## config.mk

```make
export PLATFORM = sky130hd
export DESIGN_NAME = mei_top
export DESIGN_NICKNAME = d
export VERILOG_FILES = /design/src/logic/mei_top.v
export VERILOG_INCLUDE_DIRS = /design/src /design/src/logic
export SDC_FILE = /design/constraint.sdc
export NUM_CORES = 1
export LEC_CHECK = 0
export ABC_AREA = 1
export BUFFER_PORTS_ARGS = -buffer_cell sky130_fd_sc_hd__clkbuf_2
export CORE_MARGIN = 1
export CORE_UTILIZATION = 57
export CTS_CLUSTER_DIAMETER = 50
export DETAILED_ROUTE_END_ITERATION = 7
export GPL_TIMING_DRIVEN = 0
export PLACE_DENSITY = 0.8
export SYNTH_ARGS = -nofsm -noshare
export SYNTH_HDL_FRONTEND = slang
export SYNTH_SLANG_ARGS = --single-unit
```

## constraint.sdc

```tcl
create_clock -name sys_clk -period 5 [get_ports sys_clk]
set_input_delay 0.5 -clock sys_clk [delete_from_list [all_inputs] [get_ports sys_clk]]
set_output_delay 0.5 -clock sys_clk [all_outputs]
set_load 0.01 [all_outputs]
```

## src/logic/mei_defs.vh

```
// Constants for the motion event interrupt block
`ifndef MEI_DEFS_VH
`define MEI_DEFS_VH
`define MEI_ADDR_W        8
`define MEI_REG_FREEFALL_ACCEL_THRESHOLD    8'h00
`define MEI_REG_FREEFALL_DURATION_THRESHOLD    8'h04
`define MEI_REG_MOTION_ACCEL_THRESHOLD   8'h08
`define MEI_REG_MOTION_DURATION_THRESHOLD   8'h0c
`define MEI_REG_ST_THR    8'h10
`define MEI_REG_ST_DUR    8'h14
`define MEI_REG_DEC_CTRL  8'h18
`define MEI_REG_PIN_CFG   8'h1c
`define MEI_REG_INT_EN    8'h20
`define MEI_REG_INT_STAT  8'h24
`define MEI_REG_DET_STAT  8'h28
`define MEI_REG_HPF_CFG   8'h2c
// Source bit positions in enable and status
`define MEI_SRC_READY     0
`define MEI_SRC_AUX_DONE  1
`define MEI_SRC_AUX_ERR   2
`define MEI_SRC_FIFO_OVF  3
`define MEI_SRC_CLK_LOCK  4
`define MEI_SRC_STILL     5
`define MEI_SRC_MOTION    6
`define MEI_SRC_FALL      7
`define MEI_NSRC          8
// Pin configuration bits
`define MEI_PIN_ACT_LOW   0
`define MEI_PIN_OPEN_DRN  1
`define MEI_PIN_LATCH     2
`define MEI_PIN_ANY_RD    3
// Decrement modes
`define MEI_DEC_RESET     2'h0
`define MEI_DEC_ONE       2'h1
`define MEI_DEC_TWO       2'h2
`define MEI_DEC_FOUR      2'h3
`define MEI_RESP_OKAY     2'h0
`define MEI_RESP_SLVERR   2'h2
`endif

```

## src/logic/mei_top.v

```verilog
// Motion event detectors, interrupt flags and AXI4-Lite register slave
//
// Added by the designer: the AXI4-Lite register port and the register addresses.
`timescale 1ns/1ps
`include "mei_defs.vh"
module mei_top (
    // Clock and reset
    input  wire        sys_clk,
    input  wire        rst,
    // Sample stream, signed 16-bit counts, 1 count = 1 mg
    input  wire        sample_valid,
    input  wire [15:0] accel_x,
    input  wire [15:0] accel_y,
    input  wire [15:0] accel_z,
    // Other interrupt source events, one-cycle pulses
    input  wire        fifo_overflow,
    input  wire        aux_master_error,
    input  wire        aux_slave4_done,
    input  wire        clock_locked,
    // AXI4-Lite write address
    input  wire [7:0]  s_axi_awaddr,
    input  wire        s_axi_awvalid,
    output reg         s_axi_awready,
    // AXI4-Lite write data
    input  wire [31:0] s_axi_wdata,
    input  wire [3:0]  s_axi_wstrb,
    input  wire        s_axi_wvalid,
    output reg         s_axi_wready,
    // AXI4-Lite write response
    output reg  [1:0]  s_axi_bresp,
    output reg         s_axi_bvalid,
    input  wire        s_axi_bready,
    // AXI4-Lite read address
    input  wire [7:0]  s_axi_araddr,
    input  wire        s_axi_arvalid,
    output reg         s_axi_arready,
    // AXI4-Lite read data
    output reg  [31:0] s_axi_rdata,
    output reg  [1:0]  s_axi_rresp,
    output reg         s_axi_rvalid,
    input  wire        s_axi_rready,
    // Interrupt pin
    output reg         int_out,
    output reg         int_oe
);

////////////////////////////////////////////////////////////////////////
// Registers
reg  [7:0]  freefall_accel_threshold;
reg  [7:0]  freefall_duration_threshold;
reg  [7:0]  motion_accel_threshold;
reg  [7:0]  motion_duration_threshold;
reg  [7:0]  still_accel_threshold;
reg  [7:0]  still_duration_threshold;
reg  [3:0]  detector_decrement_control;
reg  [3:0]  pin_cfg;
reg  [7:0]  int_enable;
reg  [7:0]  int_status;
reg  [2:0]  hpf_shift;
reg  [7:0]  ff_cnt;
reg  [7:0]  mot_cnt;
reg  [7:0]  st_cnt;
reg         ff_flag;
reg         mot_flag;
reg         still_state;
reg         aw_hold;
reg         w_hold;
reg  [7:0]  aw_addr;
reg  [31:0] w_data;
reg  [3:0]  w_strb;

////////////////////////////////////////////////////////////////////////
// High pass filter: running mean subtracted per axis, rate set by hpf_shift
wire [47:0] raw = {accel_z, accel_y, accel_x};
wire [2:0]  abs_lt_ff;
wire [2:0]  hp_gt_mot;
wire [2:0]  hp_lt_st;
genvar g;
generate
    for (g = 0; g < 3; g = g + 1) begin : g_axis
        reg  [23:0] mean;
        wire signed [15:0] s = raw[16*g+15:16*g];
        wire signed [23:0] se = {{8{s[15]}}, s};
        wire signed [23:0] hp = se - $signed(mean);
        wire [15:0] a  = s[15] ? (~s + 16'h0001) : s;
        wire [23:0] ha = hp[23] ? (~hp + 24'h000001) : hp;
        always @(posedge sys_clk) begin
            if (rst) begin
                mean <= 24'h000000;
            end else if (sample_valid) begin
                // Signed sum keeps the shift arithmetic for negative steps
                mean <= $unsigned($signed(mean) + (hp >>> hpf_shift));
            end
        end
        assign abs_lt_ff[g] = a < {8'h00, freefall_accel_threshold};
        assign hp_gt_mot[g] = ha > {16'h0000, motion_accel_threshold};
        assign hp_lt_st[g]  = ha < {16'h0000, still_accel_threshold};
    end
endgenerate

wire ff_hit  = &abs_lt_ff;
wire mot_hit = |hp_gt_mot;
wire st_hit  = &hp_lt_st;

////////////////////////////////////////////////////////////////////////
// Counter step: saturating up, mode-selected down
function [7:0] mei_step;
    input [7:0] cnt;
    input [7:0] thr;
    input       hit;
    input [1:0] mode;
    reg   [7:0] dec;
    begin
        dec = 8'h00;
        case (mode)
            `MEI_DEC_ONE:  dec = 8'h01;
            `MEI_DEC_TWO:  dec = 8'h02;
            `MEI_DEC_FOUR: dec = 8'h04;
            default:       dec = cnt;
        endcase
        if (hit)
            mei_step = (cnt >= thr) ? thr : cnt + 8'h01;
        else
            mei_step = (cnt <= dec) ? 8'h00 : cnt - dec;
    end
endfunction

// Durations count samples; one sample per ms at a 1 kHz rate
wire [7:0] next_ff_cnt  = mei_step(ff_cnt, freefall_duration_threshold,
                          ff_hit, detector_decrement_control[1:0]);
wire [7:0] next_mot_cnt = mei_step(mot_cnt, motion_duration_threshold,
                          mot_hit, detector_decrement_control[3:2]);
wire [7:0] next_st_cnt  = mot_hit ? 8'h00 : (st_hit ?
                          ((st_cnt >= still_duration_threshold) ?
                          still_duration_threshold : st_cnt + 8'h01)
                          : st_cnt);

wire ff_reach  = next_ff_cnt == freefall_duration_threshold &&
                 freefall_duration_threshold != 8'h00;
wire mot_reach = next_mot_cnt == motion_duration_threshold &&
                 motion_duration_threshold != 8'h00;
wire st_reach  = next_st_cnt == still_duration_threshold &&
                 still_duration_threshold != 8'h00;
wire st_change = sample_valid && (st_reach != still_state);

wire ff_rise  = sample_valid && ff_reach && !ff_flag;
wire mot_rise = sample_valid && mot_reach && !mot_flag;

////////////////////////////////////////////////////////////////////////
// AXI4-Lite handshakes
wire aw_take = s_axi_awvalid && s_axi_awready;
wire w_take  = s_axi_wvalid && s_axi_wready;
wire have_aw = aw_hold || aw_take;
wire have_w  = w_hold || w_take;
wire wr_go   = have_aw && have_w && !s_axi_bvalid;
wire [7:0]  wr_addr = aw_hold ? aw_addr : s_axi_awaddr;
wire [31:0] wr_data = w_hold ? w_data : s_axi_wdata;
wire [3:0]  wr_strb = w_hold ? w_strb : s_axi_wstrb;
wire wr_lane = wr_go && wr_strb[0];
wire rd_go   = s_axi_arvalid && s_axi_arready;
wire rd_stat = rd_go && s_axi_araddr == `MEI_REG_INT_STAT;
wire rd_det  = rd_go && s_axi_araddr == `MEI_REG_DET_STAT;

// Clear on status read, or any read when so configured
wire clr_all = pin_cfg[`MEI_PIN_LATCH] &&
               (rd_stat || (pin_cfg[`MEI_PIN_ANY_RD] && rd_go));
wire clr_det = rd_det || clr_all;

////////////////////////////////////////////////////////////////////////
// Source events and status flags; set wins over clear
wire [7:0] events;
assign events[`MEI_SRC_READY]    = sample_valid;
assign events[`MEI_SRC_AUX_DONE] = aux_slave4_done;
assign events[`MEI_SRC_AUX_ERR]  = aux_master_error;
assign events[`MEI_SRC_FIFO_OVF] = fifo_overflow;
assign events[`MEI_SRC_CLK_LOCK] = clock_locked;
assign events[`MEI_SRC_STILL]    = st_change;
assign events[`MEI_SRC_MOTION]   = mot_rise;
assign events[`MEI_SRC_FALL]     = ff_rise;

reg [7:0] next_int_status;
always @* begin
    if (pin_cfg[`MEI_PIN_LATCH])
        next_int_status = (clr_all ? 8'h00 : int_status) | events;
    else
        next_int_status = events; // Unlatched: one pulse per event
end

always @(posedge sys_clk) begin
    if (rst) begin
        ff_cnt      <= 8'h00;
        mot_cnt     <= 8'h00;
        st_cnt      <= 8'h00;
        ff_flag     <= 1'b0;
        mot_flag    <= 1'b0;
        still_state <= 1'b0;
        int_status  <= 8'h00;
    end else begin
        int_status <= next_int_status;
        if (sample_valid) begin
            ff_cnt  <= next_ff_cnt;
            mot_cnt <= next_mot_cnt;
            st_cnt  <= next_st_cnt;
            still_state <= st_reach;
        end
        if (ff_rise)
            ff_flag <= 1'b1;
        else if (sample_valid && next_ff_cnt == 8'h00)
            ff_flag <= 1'b0;
        if (mot_rise)
            mot_flag <= 1'b1;
        else if (clr_det)
            mot_flag <= 1'b0;
    end
end

////////////////////////////////////////////////////////////////////////
// Interrupt pin: polarity and push-pull or open-drain
wire any_int = |(int_status & int_enable);
always @(posedge sys_clk) begin
    if (rst) begin
        int_out <= 1'b0;
        int_oe  <= 1'b1;
    end else begin
        int_out <= any_int ^ pin_cfg[`MEI_PIN_ACT_LOW];
        int_oe  <= !pin_cfg[`MEI_PIN_OPEN_DRN] ||
                   (any_int ^ pin_cfg[`MEI_PIN_ACT_LOW]) == 1'b0;
    end
end

////////////////////////////////////////////////////////////////////////
// Write channel
always @(posedge sys_clk) begin
    if (rst) begin
        s_axi_awready <= 1'b1;
        s_axi_wready  <= 1'b1;
        s_axi_bvalid  <= 1'b0;
        s_axi_bresp   <= `MEI_RESP_OKAY;
        aw_hold       <= 1'b0;
        w_hold        <= 1'b0;
        aw_addr       <= 8'h00;
        w_data        <= 32'h00000000;
        w_strb        <= 4'h0;
        freefall_accel_threshold    <= 8'h00;
        freefall_duration_threshold <= 8'h00;
        motion_accel_threshold      <= 8'h00;
        motion_duration_threshold   <= 8'h00;
        still_accel_threshold       <= 8'h00;
        still_duration_threshold    <= 8'h00;
        detector_decrement_control  <= 4'h0;
        pin_cfg    <= 4'h4;
        int_enable <= 8'h00;
        hpf_shift  <= 3'h4;
    end else begin
        if (s_axi_bvalid && s_axi_bready)
            s_axi_bvalid <= 1'b0;
        if (aw_take && !wr_go) begin
            aw_hold       <= 1'b1;
            aw_addr       <= s_axi_awaddr;
            s_axi_awready <= 1'b0;
        end
        if (w_take && !wr_go) begin
            w_hold       <= 1'b1;
            w_data       <= s_axi_wdata;
            w_strb       <= s_axi_wstrb;
            s_axi_wready <= 1'b0;
        end
        if (wr_go) begin
            aw_hold       <= 1'b0;
            w_hold        <= 1'b0;
            s_axi_awready <= 1'b1;
            s_axi_wready  <= 1'b1;
            s_axi_bvalid  <= 1'b1;
            s_axi_bresp   <= `MEI_RESP_OKAY;
            case (wr_addr)
                `MEI_REG_FREEFALL_ACCEL_THRESHOLD: if (wr_lane)
                    freefall_accel_threshold <= wr_data[7:0];
                `MEI_REG_FREEFALL_DURATION_THRESHOLD: if (wr_lane)
                    freefall_duration_threshold <= wr_data[7:0];
                `MEI_REG_MOTION_ACCEL_THRESHOLD: if (wr_lane)
                    motion_accel_threshold <= wr_data[7:0];
                `MEI_REG_MOTION_DURATION_THRESHOLD: if (wr_lane)
                    motion_duration_threshold <= wr_data[7:0];
                `MEI_REG_ST_THR: if (wr_lane)
                    still_accel_threshold <= wr_data[7:0];
                `MEI_REG_ST_DUR: if (wr_lane)
                    still_duration_threshold <= wr_data[7:0];
                `MEI_REG_DEC_CTRL: if (wr_lane)
                    detector_decrement_control <= wr_data[3:0];
                `MEI_REG_PIN_CFG: if (wr_lane)
                    pin_cfg <= wr_data[3:0];
                `MEI_REG_INT_EN: if (wr_lane)
                    int_enable <= wr_data[7:0];
                `MEI_REG_HPF_CFG: if (wr_lane)
                    hpf_shift <= wr_data[2:0];
                `MEI_REG_INT_STAT, `MEI_REG_DET_STAT: ;
                default: s_axi_bresp <= `MEI_RESP_SLVERR;
            endcase
        end
    end
end

////////////////////////////////////////////////////////////////////////
// Read channel
reg [31:0] rd_word;
reg        rd_ok;
always @* begin
    rd_ok = 1'b1;
    case (s_axi_araddr)
        `MEI_REG_FREEFALL_ACCEL_THRESHOLD:   rd_word = {24'h000000, freefall_accel_threshold};
        `MEI_REG_FREEFALL_DURATION_THRESHOLD:   rd_word = {24'h000000, freefall_duration_threshold};
        `MEI_REG_MOTION_ACCEL_THRESHOLD:  rd_word = {24'h000000, motion_accel_threshold};
        `MEI_REG_MOTION_DURATION_THRESHOLD:  rd_word = {24'h000000, motion_duration_threshold};
        `MEI_REG_ST_THR:   rd_word = {24'h000000, still_accel_threshold};
        `MEI_REG_ST_DUR:   rd_word = {24'h000000, still_duration_threshold};
        `MEI_REG_DEC_CTRL: rd_word = {28'h0000000, detector_decrement_control};
        `MEI_REG_PIN_CFG:  rd_word = {28'h0000000, pin_cfg};
        `MEI_REG_INT_EN:   rd_word = {24'h000000, int_enable};
        `MEI_REG_INT_STAT: rd_word = {24'h000000, int_status};
        `MEI_REG_DET_STAT: rd_word = {29'h00000000, mot_flag,
                                      ff_flag, still_state};
        `MEI_REG_HPF_CFG:  rd_word = {29'h00000000, hpf_shift};
        default: begin
            rd_word = 32'h00000000;
            rd_ok   = 1'b0;
        end
    endcase
end

always @(posedge sys_clk) begin
    if (rst) begin
        s_axi_arready <= 1'b1;
        s_axi_rvalid  <= 1'b0;
        s_axi_rdata   <= 32'h00000000;
        s_axi_rresp   <= `MEI_RESP_OKAY;
    end else begin
        if (rd_go) begin
            s_axi_arready <= 1'b0;
            s_axi_rvalid  <= 1'b1;
            s_axi_rdata   <= rd_word;
            s_axi_rresp   <= rd_ok ? `MEI_RESP_OKAY : `MEI_RESP_SLVERR;
        end else if (s_axi_rvalid && s_axi_rready) begin
            s_axi_rvalid  <= 1'b0;
            s_axi_arready <= 1'b1;
        end
    end
end

endmodule // mei_top

```

Word-level counts from Yosys, hierarchy flattened
Index checks and enable logic that the tools add are counted.
- register bits: 236
- bits of input ports: 112
- output and inout bits: 43
- logic and storage cells: 207
- add/sub/neg operators: 17
- $lt $le $gt $ge: 14
- equal/unequal tests: 32
- shifts and indexed selects: 3
- muxes and demuxes: 36
- bitwise operators: 10
- reduce and logical (&&, ||, !) cells: 60
- operators by type and width (kind ; number):
    8-bit two-way mux ; 13
    8-bit one-hot mux with 12 select lines ; 1
    24-bit by 1-bit adder with 24-bit output, second input constant ; 3
    24-bit adder ; 3
    24-bit by 8-bit > comparator with 1-bit output ; 3
    24-bit by 8-bit < comparator with 1-bit output ; 3
    24-bit two-way mux ; 3
    24-bit inverter ; 3
    24-bit by 3-bit >>> shifter with 24-bit output ; 3
    16-bit by 24-bit subtractor with 24-bit output ; 3
    8-bit by 5-bit == test with 1-bit output, second input constant ; 8
    8-bit by 6-bit == test with 1-bit output, second input constant ; 8
    16-bit by 1-bit adder with 16-bit output, second input constant ; 3
    16-bit by 8-bit < comparator with 1-bit output ; 3
    16-bit two-way mux ; 3
    16-bit inverter ; 3
    8-bit one-hot mux with 3 select lines ; 2
    3-bit AND reduction ; 12
    8-bit by 4-bit == test with 1-bit output, second input constant ; 4
    8-bit by 1-bit adder with 8-bit output, second input constant ; 3
    8-bit == test ; 3
    8-bit greater-or-equal comparator ; 3
    8-bit logical NOT ; 3
    8-bit nonzero test ; 3
    20 further kinds ; 73

Depth between registers and ports, before layout
- word-level depth: 14
- depth in mapped cells: 40
- mapped depth without buffers: 38

Least setup slack after synthesis
No wires, ideal clock.
- path kind: input -> register
- start point: input accel_z[0]
- end point: register g_axis[2].mean[22]
- setup time: 115 ps
- data arrival time: 4763 ps
- required time: 4885 ps
- path slack: 122 ps
- stages: 34
- buffers on the path: 0
- cells stage by stage: inv_1 ha_1 inv_1 fa_1 nand2_1 nand2_1 nand3_1 nand2_2 nand2_1 nand2_1 o21ai_0 nand2_1 o21ai_0 o21ai_0 ha_1 fa_1 a21o_1 a21oi_1 o21ai_0 nand2_1 nand2_1 a21oi_1 o21ai_0 a21oi_1 o21ai_0 inv_1 o21ai_0 inv_1 o21ai_0 nand3_1 nand2_1 xor2_1 o21ai_0 inv_1
- cells in the longest elaborated chain, start to end: 3
- ends and longest elaborated chain (what ; line ; RTL):
    start: declaration ; mei_top.v:14 ; input wire [15:0] accel_z,
    16-bit by 24-bit subtractor with 24-bit output ; mei_top.v:84 ; wire signed [23:0] hp = se - $signed(mean);
    24-bit by 3-bit >>> shifter with 24-bit output ; mei_top.v:92 ; mean <= $unsigned($signed(mean) + (hp >>> hpf_shift));
    24-bit adder ; mei_top.v:92 ;
    end signal: assignment ; mei_top.v:92 ;
    end: declaration ; mei_top.v:81 ; reg [23:0] mean;
No other way between the ends.
A chain may end at the register's enable or synchronous reset.

Worst setup path after layout
- start point: register g_axis[1].mean[0]
- end point: register g_axis[1].mean[22]
- cells in the longest elaborated chain, start to end: 3
- ends and longest elaborated chain (what ; line):
    start: declaration ; mei_top.v:81
    start signal: assignment ; mei_top.v:92
    16-bit by 24-bit subtractor with 24-bit output ; mei_top.v:84
    24-bit by 3-bit >>> shifter with 24-bit output ; mei_top.v:92
    24-bit adder * ; mei_top.v:92
Mark *: on every way between the ends. The rest lies on a longest branch, timed or not.

==> flow_metrics.env <==
export IMPL_outcome="complete, no violations"
export IMPL_die_area_um2=47000
export IMPL_vias=30925
export IMPL_max_cap_violations=0
export IMPL_fin_tns_setup_ns=0
export IMPL_p_leak_uw=0.0152
export IMPL_fmax_mhz=205
export IMPL_synth_cells=4507
export IMPL_pwr_share_seq_pct=10.5
export IMPL_core_area_um2=45500
export IMPL_critPathMaxStageDelay_ns=0.42
export IMPL_regArea_um2=4220
export IMPL_critPathCaptureType="register"
export IMPL_wirelength_um=94400
export IMPL_power_uw=21200
export IMPL_fin_nets=5089
export IMPL_holdCritStartpoint="clock_locked"
export IMPL_period_needed_ns=4.88
export IMPL_clock_skew_ns=0.0346
export IMPL_timing_worst_setup_path_type="reg -> reg"
export IMPL_gp_congestion=1.06
export IMPL_synth_seq_area_share_pct=16.0
export IMPL_drc=0
export IMPL_clk_pin_slew_ns=0.06
export IMPL_finalHoldViolCount=0
export IMPL_drtIter0Drc=3286
export IMPL_async_reset_ff_share_pct=0
export IMPL_p_int_uw=9470
export IMPL_grt_overflow_total=0
export IMPL_stdcell_count=5352
export IMPL_antenna_found_initial=1
export IMPL_via_per_inst=5.78
export IMPL_hold_path_class="in -> reg"
export IMPL_synth_cell_area_um2=26300
export IMPL_synth_main_ff_cell="dfxtp_1"
export IMPL_cts_tree="done"
export IMPL_regToRegStartpoint="g_axis[1].mean[0]"
export IMPL_path_buf_inv=4
export IMPL_fin_crit_sh_pct=97.5
export IMPL_drv_slew=0
export IMPL_max_slew_worst_pin_slew_ns=1.46
export IMPL_synth_seq_cells=210
export IMPL_crit_fanout=4
export IMPL_die_w_um=217
export IMPL_num_io_pins=155
export IMPL_synth_edf_count=0
export IMPL_grt_start_max_net_pins=20
export IMPL_fin_ws_ns=0.125
export IMPL_power_density_nw_per_um2=702
export IMPL_synth_top_area_share_pct=16.9
export IMPL_arrival_ns=5.37
export IMPL_cts_root_buf="clkbuf_16"
export IMPL_yosys_top_cells_area="nand2_1, dfxtp_1, ha_1"
export IMPL_wl_per_cell_um=17.6
export IMPL_final_cell_mix="nand2_1, inv_1, o21ai_0"
export IMPL_cts_path_max_buffers=3
export IMPL_dp_cells=5232
export IMPL_ctsHoldBuffers=0
export IMPL_relSlewSlack_pct=1.88
export IMPL_multi_input_area_um2=19800
export IMPL_syn_area_per_cell_um2=5.83
export IMPL_p_clk_share_pct=10.7
export IMPL_final_common_cell="nand2_1"
export IMPL_start_kind="register"
export IMPL_place_ws_ns=-1.16
export IMPL_ys_warn_count=0
export IMPL_critPathTopFamily="compound AO/OA/AOI/OAI gates"
export IMPL_setup_violations_final=0
export IMPL_synth_distinct_cells=58
export IMPL_ir_drop_uv=483
export IMPL_cts_htree_levels=1
export IMPL_switchingPower_uw=11800
export IMPL_dieHeight_um=217
export IMPL_clk_latency_ns=0.62
export IMPL_drt_antenna_violating_nets=0
export IMPL_fillers=4338
export IMPL_r2r_setup_slack_ns=0.12
export IMPL_startpoint="g_axis[1].mean[0]"
export IMPL_globalRouteTotalUtil_pct=37.8
export IMPL_combinationalPowerShare_pct=78.8
export IMPL_swShare_pct=55.4
export IMPL_drive_above_1_share_pct=12.8
export IMPL_initial_core_util_pct=57.8
export IMPL_io_buffers=100
export IMPL_hold_ws_ns=0.111
export IMPL_rows=78
export IMPL_synth_top_area_cell="nand2_1"
export IMPL_grt_pass1_wl_um=142000
export IMPL_cp_slowest_cell="fa_1"
export IMPL_crit_required_ns=5.49
export IMPL_crit_top_cell="o21ai_2"
export IMPL_cts_sinks=210
export IMPL_dp_hpwl_um=72700
export IMPL_dr_pass1_iters=7
export IMPL_syn2layout_area_growth_pct=15.1
export IMPL_cts_buffers=30
export IMPL_grt_pass1_vias=27420
state kept, by name, indices dropped and copies added, names as in the netlist, 4 cells and up:
name	count
detector_decrement_control	4
int_status	8
motion_duration_threshold	8
still_accel_threshold	8
pin_cfg	4
aw_addr	8
motion_accel_threshold	8
int_enable	8
g_axis.mean	72
still_duration_threshold	8
s_axi_rdata	8
freefall_duration_threshold	8
ff_cnt	8
mot_cnt	8
freefall_accel_threshold	8
w_data	8
st_cnt	8
power by group through the flow:
stage	Sequential, µW	Combinational (µW)	Clock, µW
floorplan	2180	11000	0
global route	2260	18500	2340
CTS	2200	14500	2260
global placement	2230	13800	0
detailed placement	2240	14100	0
finish	2230	16700	2270
worst paths after layout:
kind | cells past startpoint | endpoint
worst max-delay path | 28 | g_axis[1].mean[22]
worst min register to register | 1 | int_oe
worst min-delay path | 3 | int_status[4]
worst max register to register | 28 | g_axis[1].mean[22]
metrics by stage:
stage          instance area, µm²  util [%]
3_3_place_gp                27600      60.8
2_1_floorplan               26400         -
6_report                    30300      66.5
4_1_cts                     28900      63.5
5_1_grt                     30200      66.5
3_5_place_dp                27600      60.8
routing by layer:
| metal | global-route usage [%] | vias to the layer above | wire length [µm] |
|---|---|---|---|
| li1 | - | 15131 | - |
| met1 | 49.0 | 13834 | 38700 |
| met2 | 60.5 | 1611 | 40500 |
| met3 | 7.31 | 349 | 10200 |
| met4 | 17.2 | 0 | 5010 |
| met5 | 0 | - | 0 |
worst register-to-register path, delay by kind of cell (launching register included):
family          cells  cell delay (ns)
compound gates     13             2.24
buf+inv             4             0.26
simple gates        6             0.56
fa+ha+maj           4             1.24
xor+xnor            1             0.09
flops               1             0.35
synth_stat cells (all sizes together), types with 7 or more instances:
cell,n
a211oi,7
a21oi,388
a221oi,11
a31oi,10
buf,50
clkbuf,91
clkinv,9
dfxtp,210
fa,8
ha,243
inv,708
mux2i,31
nand2,1245
nand3,285
nand3b,14
nand4,69
nor2,341
nor3,55
nor4,8
o211ai,15
o21ai,468
o21bai,10
o22ai,28
or2,12
xnor2,33
xor2,117
kinds of logic (layout without fill, tap and decap cells):
kind of cell	count (synthesis)	count (layout)	share of synthesized area (%)
AOI/OAI and AO/OA	968	968	19.5
xor gates and xnor gates	150	150	5.00
adders and majority gates	251	251	12.2
buffers and inverters	858	1076	12.8
DFF	210	210	16.0
muxes	31	31	1.18
other	1	28	0.0143
and+or+nand+nor	2038	2038	33.3
area by class of cell:
class	instances	area share, %
multi-input cells	3464	65.6
clock buffers	34	2.63
well taps	600	2.48
diodes	2	0.0165
clock inverters	22	0.902
plain buffers	138	2.31
inverters	717	8.90
repair buffers	165	3.27
flip-flops and latches	210	13.9
repair_timing:
action,CTS,global route
endpoints found under the hold margin,0,0
endpoints found under the setup margin,25,31
gates resized for setup,64,275
setup buffers,6,59
pin swaps,7,57
Power figures use the tool's default switching activity.
